File: config.mk
export PLATFORM = sky130hd
export DESIGN_NAME = satellite_supply_i2c_control
export DESIGN_NICKNAME = d
export VERILOG_FILES = /design/src/sat_supply_pkg.sv /design/src/pin_sync.sv /design/src/overload_guard.sv /design/src/satellite_supply_i2c_control.sv
export VERILOG_INCLUDE_DIRS = /design/src /design/src/src
export SDC_FILE = /design/constraint.sdc
export NUM_CORES = 1
export LEC_CHECK = 0
export BUFFER_PORTS_ARGS = -buffer_cell sky130_fd_sc_hd__buf_2
export CAP_MARGIN = 20
export CELL_PAD_IN_SITES_DETAIL_PLACEMENT = 1
export CELL_PAD_IN_SITES_GLOBAL_PLACEMENT = 1
export CORE_MARGIN = 10
export CORE_UTILIZATION = 48
export CTS_CLUSTER_DIAMETER = 50
export DETAILED_ROUTE_END_ITERATION = 10
export PLACE_DENSITY_LB_ADDON = 0.1
export SYNTH_ARGS = -nofsm -noshare
export SYNTH_HDL_FRONTEND = slang
export SYNTH_SLANG_ARGS = --single-unit
export TNS_END_PERCENT = 30
File: constraint.sdc
create_clock -name clk -period 3.7 [get_ports clk]
set_clock_uncertainty 0.2 [all_clocks]
set_input_delay 0.555 -clock clk [delete_from_list [all_inputs] [get_ports clk]]
set_output_delay 0.555 -clock clk [all_outputs]
set_load 0.05 [all_outputs]
File: src/sat_supply_cfg.svh
// constants for the satellite supply control block
`ifndef SAT_SUPPLY_CFG_SVH
`define SAT_SUPPLY_CFG_SVH
`define REG_RESET 8'h00
`define BIT_OVERTEMP 1
`define BIT_OVERLOAD 0
`define CTRL_LSB 2
`define BYTE_BITS 4'h8
`define ADDR_GND 7'h08
`define ADDR_SEL1 7'h09
`define ADDR_SEL2 7'h0A
`define ADDR_SEL3 7'h0B
`define CLK_KHZ 100000
`define OFF_TIME_MS 900
`define ON_DIVIDER 10
`define SYNC_RESET 8'h03
`endif

File: src/sat_supply_pkg.sv
// types shared by the satellite supply control block
package sat_supply_pkg;
    typedef struct packed {
        logic current_limit_mode;
        logic tx_output_enable;
        logic tone_force;
        logic line_comp;
        logic voltage_select;
        logic enable;
    } ctrl_t;
    typedef struct packed {
        logic tx_supply_output;
        logic rx_supply_output;
        logic tone_enable;
        logic voltage_select;
        logic line_comp;
        logic static_limit;
        logic regulator_on;
    } supply_t;
    typedef enum logic [2:0] {
        IDLE = 3'h0,
        ADDR = 3'h1,
        ADDR_ACK = 3'h3,
        WRITE = 3'h2,
        WRITE_ACK = 3'h6,
        READ = 3'h7,
        READ_ACK = 3'h5
    } i2c_state_t;
    typedef enum logic [1:0] {
        NORMAL = 2'h0,
        HOLD_OFF = 2'h1,
        RETRY_ON = 2'h3
    } ovl_state_t;
endpackage : sat_supply_pkg

File: src/pin_sync.sv
// two-flop synchroniser bank for pin inputs
`timescale 1ns/1ps
module pin_sync #(
    parameter int W = 8,
    parameter logic [W-1:0] RST_VAL = '0
) (
    // clock and reset
    input logic clk,
    input logic rst,
    // pins in, synchronised levels out
    input logic [W-1:0] pins,
    output logic [W-1:0] levels
);
    logic [W-1:0] meta_q;
    logic [W-1:0] meta_d;
    logic [W-1:0] levels_d;

    genvar i;
    generate
        for (i = 0; i < W; i++) begin : g_bit
            always_comb begin
                meta_d[i] = pins[i];
                levels_d[i] = meta_q[i];
            end
            always_ff @(posedge clk or posedge rst) begin
                if (rst) begin
                    meta_q[i] <= RST_VAL[i];
                    levels[i] <= RST_VAL[i];
                end else begin
                    meta_q[i] <= meta_d[i];
                    levels[i] <= levels_d[i];
                end
            end
        end
    endgenerate
endmodule : pin_sync

File: src/overload_guard.sv
// overload flag and pulsed current-limit timer
`timescale 1ns/1ps
`include "sat_supply_cfg.svh"
module overload_guard #(
    parameter int OFF_CYCLES = `OFF_TIME_MS * `CLK_KHZ,
    parameter int ON_CYCLES = OFF_CYCLES / `ON_DIVIDER,
    parameter int CW = 27
) (
    // clock and reset
    input logic clk,
    input logic rst,
    // conditions
    input logic overcurrent,
    input logic armed,
    input logic pulsed,
    // results
    output logic flag,
    output logic shutoff
);
    sat_supply_pkg::ovl_state_t state_q, state_d;
    logic [CW-1:0] cnt_q, cnt_d;
    logic flag_d;

    always_comb begin
        state_d = state_q;
        cnt_d = cnt_q;
        flag_d = flag;
        case (state_q)
            sat_supply_pkg::NORMAL: begin
                flag_d = overcurrent;
                if (pulsed && overcurrent) begin
                    state_d = sat_supply_pkg::HOLD_OFF;
                    cnt_d = CW'(OFF_CYCLES - 1);
                end
            end
            sat_supply_pkg::HOLD_OFF: begin
                if (cnt_q == '0) begin
                    state_d = sat_supply_pkg::RETRY_ON;
                    cnt_d = CW'(ON_CYCLES - 1);
                end else begin
                    cnt_d = cnt_q - CW'(1);
                end
            end
            sat_supply_pkg::RETRY_ON: begin
                if (overcurrent) begin
                    state_d = sat_supply_pkg::HOLD_OFF;
                    cnt_d = CW'(OFF_CYCLES - 1);
                end else if (cnt_q == '0) begin
                    state_d = sat_supply_pkg::NORMAL;
                    flag_d = 1'b0;
                end else begin
                    cnt_d = cnt_q - CW'(1);
                end
            end
            default: state_d = sat_supply_pkg::NORMAL;
        endcase
        if (!pulsed) begin
            state_d = sat_supply_pkg::NORMAL;
            flag_d = overcurrent;
        end
        if (!armed) begin
            state_d = sat_supply_pkg::NORMAL;
            flag_d = 1'b0;
        end
    end

    always_ff @(posedge clk or posedge rst) begin
        if (rst) begin
            state_q <= sat_supply_pkg::NORMAL;
            cnt_q <= '0;
            flag <= 1'b0;
        end else begin
            state_q <= state_d;
            cnt_q <= cnt_d;
            flag <= flag_d;
        end
    end

    assign shutoff = (state_q == sat_supply_pkg::HOLD_OFF);
endmodule : overload_guard

File: src/satellite_supply_i2c_control.sv
// i2c slave, system register and supply control outputs
`timescale 1ns/1ps
`include "sat_supply_cfg.svh"
// Behaviour
// - address byte 0x10 write, 0x11 read
// - one data byte, acknowledge, then stop
// - register clears to zero at reset
// - writes update only six upper bits
// - bits 1,0 are read-only flags
// - voltage_select and line_comp drive level outputs
// - tone_force low: tone follows gate pin
// - tone_force high: tone on whenever power is on
// - tx disabled selects receive output
// - tx enabled switches transmit output on
// - current_limit_mode picks pulsed or static
// - read shifts register out MSB first
// - master ack sends another copy
// - master nack releases SDA, ends read
// - writable bits read back last write
// - over-temperature flag, power blocks off
// - overload flag while protection triggered
// - undervoltage: ignore bus, register zero
// - interface works once undervoltage clears
// - ground select answers address 0001000
// - enable low disables all power blocks
// - static mode flag follows clamp
// - pulsed mode off, retry, clear
module satellite_supply_i2c_control #(
    parameter int OFF_CYCLES = `OFF_TIME_MS * `CLK_KHZ,
    parameter logic [6:0] ADDR_SEL1 = `ADDR_SEL1,
    parameter logic [6:0] ADDR_SEL2 = `ADDR_SEL2,
    parameter logic [6:0] ADDR_SEL3 = `ADDR_SEL3
) (
    // clock and power-on reset
    input logic clk,
    input logic rst,
    // i2c pins
    input logic scl_in,
    input logic sda_in,
    output logic sda_out,
    output logic sda_oe_n,
    // status and select pins
    input logic undervoltage_lockout,
    input logic overtemp_in,
    input logic overcurrent_in,
    input logic tone_gate_in,
    input logic [1:0] addr_sel,
    // supply controls and register view
    output sat_supply_pkg::supply_t supply,
    output logic [7:0] system_register
);
    logic scl_s, sda_s, uvlo_s, overtemp_s, overcurrent_s, tone_gate_s;
    logic [1:0] addr_sel_s;
    logic scl_q, scl_d, sda_q, sda_d;
    logic scl_rise, scl_fall, start, stop;
    sat_supply_pkg::i2c_state_t state_q, state_d;
    logic [3:0] cnt_q, cnt_d;
    logic [7:0] sh_q, sh_d;
    logic nack_q, nack_d;
    sat_supply_pkg::ctrl_t ctl_q, ctl_d;
    logic [6:0] own_addr;
    logic [7:0] rd_byte;
    logic ol_flag, ovl_shutoff, power_on;
    sat_supply_pkg::supply_t supply_d;
    logic [7:0] reg_d;

    pin_sync #(
        .W(8),
        .RST_VAL(`SYNC_RESET)
    ) u_sync (
        .clk(clk),
        .rst(rst),
        .pins({addr_sel, tone_gate_in, overcurrent_in, overtemp_in,
               undervoltage_lockout, sda_in, scl_in}),
        .levels({addr_sel_s, tone_gate_s, overcurrent_s, overtemp_s,
                 uvlo_s, sda_s, scl_s})
    );

    always_comb begin
        if (addr_sel_s == 2'h0) begin
            own_addr = `ADDR_GND;
        end else if (addr_sel_s == 2'h1) begin
            own_addr = ADDR_SEL1;
        end else if (addr_sel_s == 2'h2) begin
            own_addr = ADDR_SEL2;
        end else begin
            own_addr = ADDR_SEL3;
        end
    end

    assign rd_byte = {ctl_q, overtemp_s, ol_flag};
    assign scl_rise = scl_s && !scl_q;
    assign scl_fall = !scl_s && scl_q;
    assign start = scl_s && scl_q && sda_q && !sda_s;
    assign stop = scl_s && scl_q && !sda_q && sda_s;

    always_comb begin
        state_d = state_q;
        cnt_d = cnt_q;
        sh_d = sh_q;
        nack_d = nack_q;
        ctl_d = ctl_q;
        scl_d = scl_s;
        sda_d = sda_s;
        case (state_q)
            sat_supply_pkg::ADDR, sat_supply_pkg::WRITE: begin
                if (scl_rise) begin
                    sh_d = {sh_q[6:0], sda_s};
                    cnt_d = cnt_q + 4'h1;
                end else if (scl_fall && cnt_q == `BYTE_BITS) begin
                    cnt_d = 4'h0;
                    if (state_q == sat_supply_pkg::WRITE) begin
                        state_d = sat_supply_pkg::WRITE_ACK;
                    end else if (sh_q[7:1] == own_addr) begin
                        state_d = sat_supply_pkg::ADDR_ACK;
                    end else begin
                        state_d = sat_supply_pkg::IDLE;
                    end
                end
            end
            sat_supply_pkg::ADDR_ACK: begin
                if (scl_fall) begin
                    if (sh_q[0]) begin
                        state_d = sat_supply_pkg::READ;
                        sh_d = rd_byte;
                    end else begin
                        state_d = sat_supply_pkg::WRITE;
                    end
                end
            end
            sat_supply_pkg::WRITE_ACK: begin
                if (scl_rise) begin
                    ctl_d = sat_supply_pkg::ctrl_t'(sh_q[7:`CTRL_LSB]);
                end
                if (scl_fall) begin
                    state_d = sat_supply_pkg::WRITE;
                end
            end
            sat_supply_pkg::READ: begin
                if (scl_fall) begin
                    sh_d = {sh_q[6:0], 1'b1};
                    cnt_d = cnt_q + 4'h1;
                    if (cnt_q == `BYTE_BITS - 4'h1) begin
                        state_d = sat_supply_pkg::READ_ACK;
                        cnt_d = 4'h0;
                    end
                end
            end
            sat_supply_pkg::READ_ACK: begin
                if (scl_rise) begin
                    nack_d = sda_s;
                end
                if (scl_fall) begin
                    if (nack_q) begin
                        state_d = sat_supply_pkg::IDLE;
                    end else begin
                        state_d = sat_supply_pkg::READ;
                        sh_d = rd_byte;
                    end
                end
            end
            default: state_d = sat_supply_pkg::IDLE;
        endcase
        if (start) begin
            state_d = sat_supply_pkg::ADDR;
            cnt_d = 4'h0;
        end
        if (stop) begin
            state_d = sat_supply_pkg::IDLE;
        end
        if (uvlo_s) begin
            state_d = sat_supply_pkg::IDLE;
            ctl_d = '0;
        end
    end

    always_ff @(posedge clk or posedge rst) begin
        if (rst) begin
            state_q <= sat_supply_pkg::IDLE;
            cnt_q <= 4'h0;
            sh_q <= 8'hFF;
            nack_q <= 1'b1;
            ctl_q <= sat_supply_pkg::ctrl_t'(`REG_RESET >> `CTRL_LSB);
            scl_q <= 1'b1;
            sda_q <= 1'b1;
        end else begin
            state_q <= state_d;
            cnt_q <= cnt_d;
            sh_q <= sh_d;
            nack_q <= nack_d;
            ctl_q <= ctl_d;
            scl_q <= scl_d;
            sda_q <= sda_d;
        end
    end

    // open drain: only ever pull low
    assign sda_out = 1'b0;
    assign sda_oe_n = !((state_q == sat_supply_pkg::ADDR_ACK)
                        || (state_q == sat_supply_pkg::WRITE_ACK)
                        || (state_q == sat_supply_pkg::READ && !sh_q[7]));

    assign power_on = ctl_q.enable && !uvlo_s && !overtemp_s;

    overload_guard #(
        .OFF_CYCLES(OFF_CYCLES)
    ) u_overload (
        .clk(clk),
        .rst(rst),
        .overcurrent(overcurrent_s),
        .armed(power_on),
        .pulsed(!ctl_q.current_limit_mode),
        .flag(ol_flag),
        .shutoff(ovl_shutoff)
    );

    always_comb begin
        supply_d.regulator_on = power_on && !ovl_shutoff;
        supply_d.voltage_select = power_on && ctl_q.voltage_select;
        supply_d.line_comp = power_on && ctl_q.line_comp;
        supply_d.tone_enable = power_on && (ctl_q.tone_force || tone_gate_s);
        supply_d.tx_supply_output = supply_d.regulator_on && ctl_q.tx_output_enable;
        supply_d.rx_supply_output = supply_d.regulator_on && !ctl_q.tx_output_enable;
        supply_d.static_limit = ctl_q.current_limit_mode;
        reg_d = rd_byte;
    end

    always_ff @(posedge clk or posedge rst) begin
        if (rst) begin
            supply <= '0;
            system_register <= `REG_RESET;
        end else begin
            supply <= supply_d;
            system_register <= reg_d;
        end
    end
endmodule : satellite_supply_i2c_control

Word-level counts from Yosys, hierarchy flattened
Cells that the tools add are included.

Register bits: 85. Bits of input ports: 10. Word-level logic and storage cells: 179.

$add $sub $neg: 2. Equality and inequality tests: 36. Muxes and demuxes: 51. Reduce and logical (&&, ||, !) cells: 50.

Operator list (count): 2-to-1 mux 27 bit (4); one-hot mux 27 bit (3 select lines) (1); 2-to-1 mux 8 bit (6); inequality test 5 x 4 -> 1 bit, second input constant (8); 2-to-1 mux 3 bit (13); one-hot mux 8 bit (4 select lines) (1); logical NOT 27 bit (1); subtractor 27 x 1 -> 27 bit, second input constant (1); 2-to-1 mux 4 bit (5); logical AND 1 bit (18); 2-to-1 mux 2 bit (9); 2-to-1 mux 6 bit (3); one-hot mux 3 bit (5 select lines) (1); AND reduction 7 bit (2); inequality test 2 bit, second input constant (6); inequality test 4 x 3 -> 1 bit, second input constant (3); AND reduction 3 bit (4); logical NOT 1 bit (11); == test 3 bit, second input constant (3); inequality test 4 bit, second input constant (2); one-hot mux 4 bit (2 select lines) (1); == test 7 bit (1); == test 3 x 2 -> 1 bit, second input constant (2); inequality test 3 bit, second input constant (2); other kinds (19) (31).

Depth between registers and ports, before layout
Depth in word-level cells: 13. Depth in mapped cells: 8.

By module
A second synthesis with hierarchy kept.

Cell total of the unflattened synthesis: 443. Area, all modules: 4423.0 um^2.

By module, submodules not included: overload_guard (instances 1, cells each 255, area an instance 2115.8 um^2); satellite_supply_i2c_control (instances 1, cells each 171, area an instance 1898.1 um^2); pin_sync (instances 1, cells each 17, area an instance 409.1 um^2).

Worst setup path before layout
OpenSTA, ideal clock, no wires.

Kind: reg2reg. From: register u_overload.cnt_q[18]. To: register u_overload.flag. Arrival time: 2.134 ns. Required time: 3.374 ns. Slack: 1.240 ns. Stages on the path, launching flop included: 8. Period minus slack after synthesis: 2.460 ns. Cells stage by stage: dfrtp_1 buf_6 or4_4 or3_1 or3_1 buf_6 a211oi_1 nor3_1.

Longest elaborated chain between the ends: 3.

Ends and longest elaborated chain: start: declaration (RTL line overload_guard.sv:21) `logic [CW-1:0] cnt_q, cnt_d;`; start signal: assignment (RTL line overload_guard.sv:74) `cnt_q <= cnt_d;`; logical NOT 27 bit (RTL line overload_guard.sv:48) `end else if (cnt_q == '0) begin`; inequality test 4 x 3 -> 1 bit (no line); AND reduction 3 bit (no line); end signal: assignment (RTL line overload_guard.sv:75) `flag <= flag_d;`; end: declaration (RTL line overload_guard.sv:17) `output logic flag,`.

No other way between the ends. A chain may end at the register's enable or synchronous reset.

Worst setup path after layout
From: register u_overload.cnt_q[0]. To: register u_overload.cnt_q[20].

Longest elaborated chain between the ends: 4. Elaborated cells between the ends (all ways): 8.

Ends and longest elaborated chain: subtractor 27 x 1 -> 27 bit (RTL line overload_guard.sv:41, overload_guard.sv:52); 2-to-1 mux 27 bit (RTL line overload_guard.sv:48); 2-to-1 mux 27 bit (RTL line overload_guard.sv:45) `if (overcurrent) begin`; one-hot mux 27 bit (3 select lines) (RTL line overload_guard.sv:28) `case (state_q)`.

Several ways; a longest one is shown, not always the timed one. The select of a mux whose other input is x is not followed.

==> results.json <==
{
  "first_global_vias": 3720,
  "post-place-cells": 544,
  "clock_power_share_pct": 39.0,
  "cts_made_buffers": 9,
  "vias": 3462,
  "startpoint_type": "flip-flop",
  "grt_max_degree": 52,
  "power.leakage_nw": 1.898,
  "p_int_mw": 1.230,
  "rsz0062_at_grt": "false",
  "antenna_found_initial": 0,
  "path_class": "reg2reg",
  "ys_ff_latch": 84,
  "worst_pin_slew_ps": 875.5,
  "async_flop_share_pct": 100.0,
  "fin_hold_ws_ps": 79.51,
  "outcome": "complete, no violations",
  "final-hold-violation-count": 0,
  "min_period_ps": 3016,
  "ir_drop_mv": 0.2007,
  "cellPowerDensity_nw_per_um2": 359.7,
  "worstPathMaxFanout": 10,
  "grtUsageTotal_pct": 18.15,
  "gp_congestion": 0.9020,
  "netlist_area_um2": 4290,
  "fin_setup_tns_ps": 0,
  "yosysUniqueCellTypes": 66,
  "postCtsSetupBuffers": 0,
  "hp-class": "in2reg",
  "pwr-share-comb_pct": 4.5,
  "root_buffer": "clkbuf_8",
  "min_period_over_period_pct": 81.52,
  "hpwl_um": 8203,
  "setup_viol": 0,
  "wl_um": 11170,
  "wire_per_inst_um": 19.94,
  "slew_headroom_pct": 41.57,
  "drive_above_1_share_pct": 19.69,
  "seq_power_share_pct": 56.5,
  "dr.pass1.iters": 6,
  "routed_via_density": 6.182,
  "drt_iter0_drc": 207,
  "avgSynthCellArea_um2": 10.17,
  "finalMaxSlewViolations": 0,
  "final_cell_count_no_fill": 560,
  "synth_ff_type": "dfrtp_1",
  "synthCells": 422,
  "dieArea_um2": 13120,
  "synth_edf_count": 0,
  "cts_resized": 0,
  "area_growth_syn_to_layout_pct": 9.595,
  "grt_pass1_wl_um": 19300,
  "die_y_um": 114.5,
  "ant_nets": 0,
  "syn_nets": 441,
  "cts.clk_slew.worst_paths_ps": 100,
  "pre_cts_ws_ps": 707.8,
  "synth_top_area_share_pct": 40.24,
  "worstPathRequired_ps": 3750,
  "cts_tree": "done",
  "p_switching_mw": 0.4615,
  "htree_levels": 3,
  "crit_arrival_ps": 3070,
  "grt.overflow.total": 0,
  "rows": 34,
  "route.detailed.drc": 0,
  "critPathCaptureType": "flip-flop",
  "maxCapViolCount": 0,
  "io_pins": 27,
  "numPortBuffers": 25,
  "die_w_um": 114.5,
  "swShare_pct": 27.29,
  "clk_path_buf_depth": 2,
  "clock.fmax_mhz": 331.6,
  "nets": 466,
  "yosysSeqAreaShare_pct": 49.43,
  "finalWorstSetupSlack_ps": 683.9,
  "ys_warn_count": 0,
  "core_area_um2": 8721,
  "initial_core_util_pct": 49.20,
  "clk_latency_ps": 370,
  "synth.largest_area_cell": "dfrtp_1",
  "clock-sinks": 84,
  "postCtsHoldBufs": 0,
  "num_antenna_cells": 0,
  "synthTopCellsByArea": "dfrtp_1, dfstp_2, a21oi_1"
}
## worst max-delay path: stages (launching register included)
cell     delay [ps]
dfrtp_1         440
inv_1           110
ha_1            150
nor4b_1         610
nand4_1         250
o21ai_1         580
buf_4           290
a21oi_1          60
o22a_1          220
## kinds of logic after synthesis
logic type      Yosys count  share of synthesized area (%)
simple gates            149                          19.19
fa+ha+maj                 9                          2.625
compound gates          123                          19.71
buf+inv                  35                          3.878
flops                    84                          49.43
xor+xnor                  4                         0.8167
mux                      17                          4.258
other cells               1                        0.08741
## placed cells by master (no fill, tap or decap), drive strengths merged, types with 4 or more instances in the layout
cell type and instances:
dfrtp 69, a21oi 32, buf 32, nor2 29, nand2 22, o21ai 21
inv 20, nand3 16, dfstp 15, nor3 15, o31ai 10, a31oi 10
mux2 10, ha 9, clkbuf 9, or4 9, or3 8, nand2b 7
mux2i 7, o22a 7, a22o 7, nor4 7, nand4 6, o211ai 6
nor2b 5, and3 5, and2 4, clkinv 4
## sequential cells by signal (all words and copies together) (netlist names)
name                flops
cnt_q                   4
ctl_q                   6
nack_q                  1
scl_q                   1
sda_q                   1
sh_q                    8
state_q                 3
supply                  7
system_register         7
u_overload.cnt_q       27
u_overload.flag         1
u_overload.state_q      2
u_sync.levels           8
u_sync.levels_d         8
## layer usage
layer / up-vias / track usage (%) / wire length (µm)
li1: 1629 / - / -
met2: 38 / 31.26 / 5826
met4: 0 / 6.600 / 238
met1: 1778 / 21.89 / 4852
met3: 17 / 3.564 / 249
met5: - / 0 / 0
## synthesized netlist by cell type, drive strengths merged (6+ instances only)
| cell | instances |
|---|---|
| o22a | 7 |
| nor4 | 7 |
| ha | 9 |
| buf | 6 |
| nand2 | 22 |
| o21ai | 21 |
| nor3 | 15 |
| a21oi | 32 |
| clkbuf | 12 |
| inv | 17 |
| or4 | 9 |
| dfstp | 15 |
| nand3 | 16 |
| o31ai | 10 |
| o211ai | 6 |
| a22o | 7 |
| nand4 | 6 |
| nor2 | 29 |
| mux2i | 7 |
| mux2 | 10 |
| dfrtp | 69 |
| nand2b | 7 |
| a31oi | 10 |
| or3 | 8 |
## path summary, 6_finish.rpt
path / slack, ps / startpoint / depth (start not counted) / to
min reg2reg: 150 / u_sync.levels_d[2] / 0 / u_sync.levels[2]
max in group asynchronous: 2340 / rst / 3 / scl_q
min: 80 / scl_in / 1 / u_sync.levels_d[0]
max: 680 / u_overload.cnt_q[0] / 8 / u_overload.cnt_q[20]
max reg2reg: 680 / u_overload.cnt_q[0] / 8 / u_overload.cnt_q[20]
min in group asynchronous: 120 / rst / 2 / u_overload.cnt_q[4]
## stage by stage
stage	util (%)	area, µm²	power (mW)
final	53.92	4702	1.691
after global routing	53.92	4702	1.762
after CTS	53.92	4702	1.714
after detailed placement	51.62	4502	1.051
after global placement	51.62	4502	1.047
after floorplan	-	4290	1.022
## final cells by class
type | count | area [µm²]
multi-input combinational | 303 | 2003
tap | 108 | 135.1
timing repair buffer | 32 | 177.7
inverter | 17 | 65.06
clock inverter | 7 | 76.32
fill | 970 | 4019
sequential | 84 | 2121
clock buffer | 9 | 123.9
## power groups by stage
| stage | registers (mW) | logic (mW) | clock network (mW) |
|---|---|---|---|
| 3_5_place_dp | 0.973 | 0.0784 | 0 |
| 5_1_grt | 0.958 | 0.0867 | 0.717 |
| 3_3_place_gp | 0.971 | 0.0754 | 0 |
| 4_1_cts | 0.955 | 0.0787 | 0.680 |
| 6_report | 0.955 | 0.0764 | 0.660 |
| 2_1_floorplan | 0.965 | 0.0568 | 0 |
(Power assumes the default switching activity.)
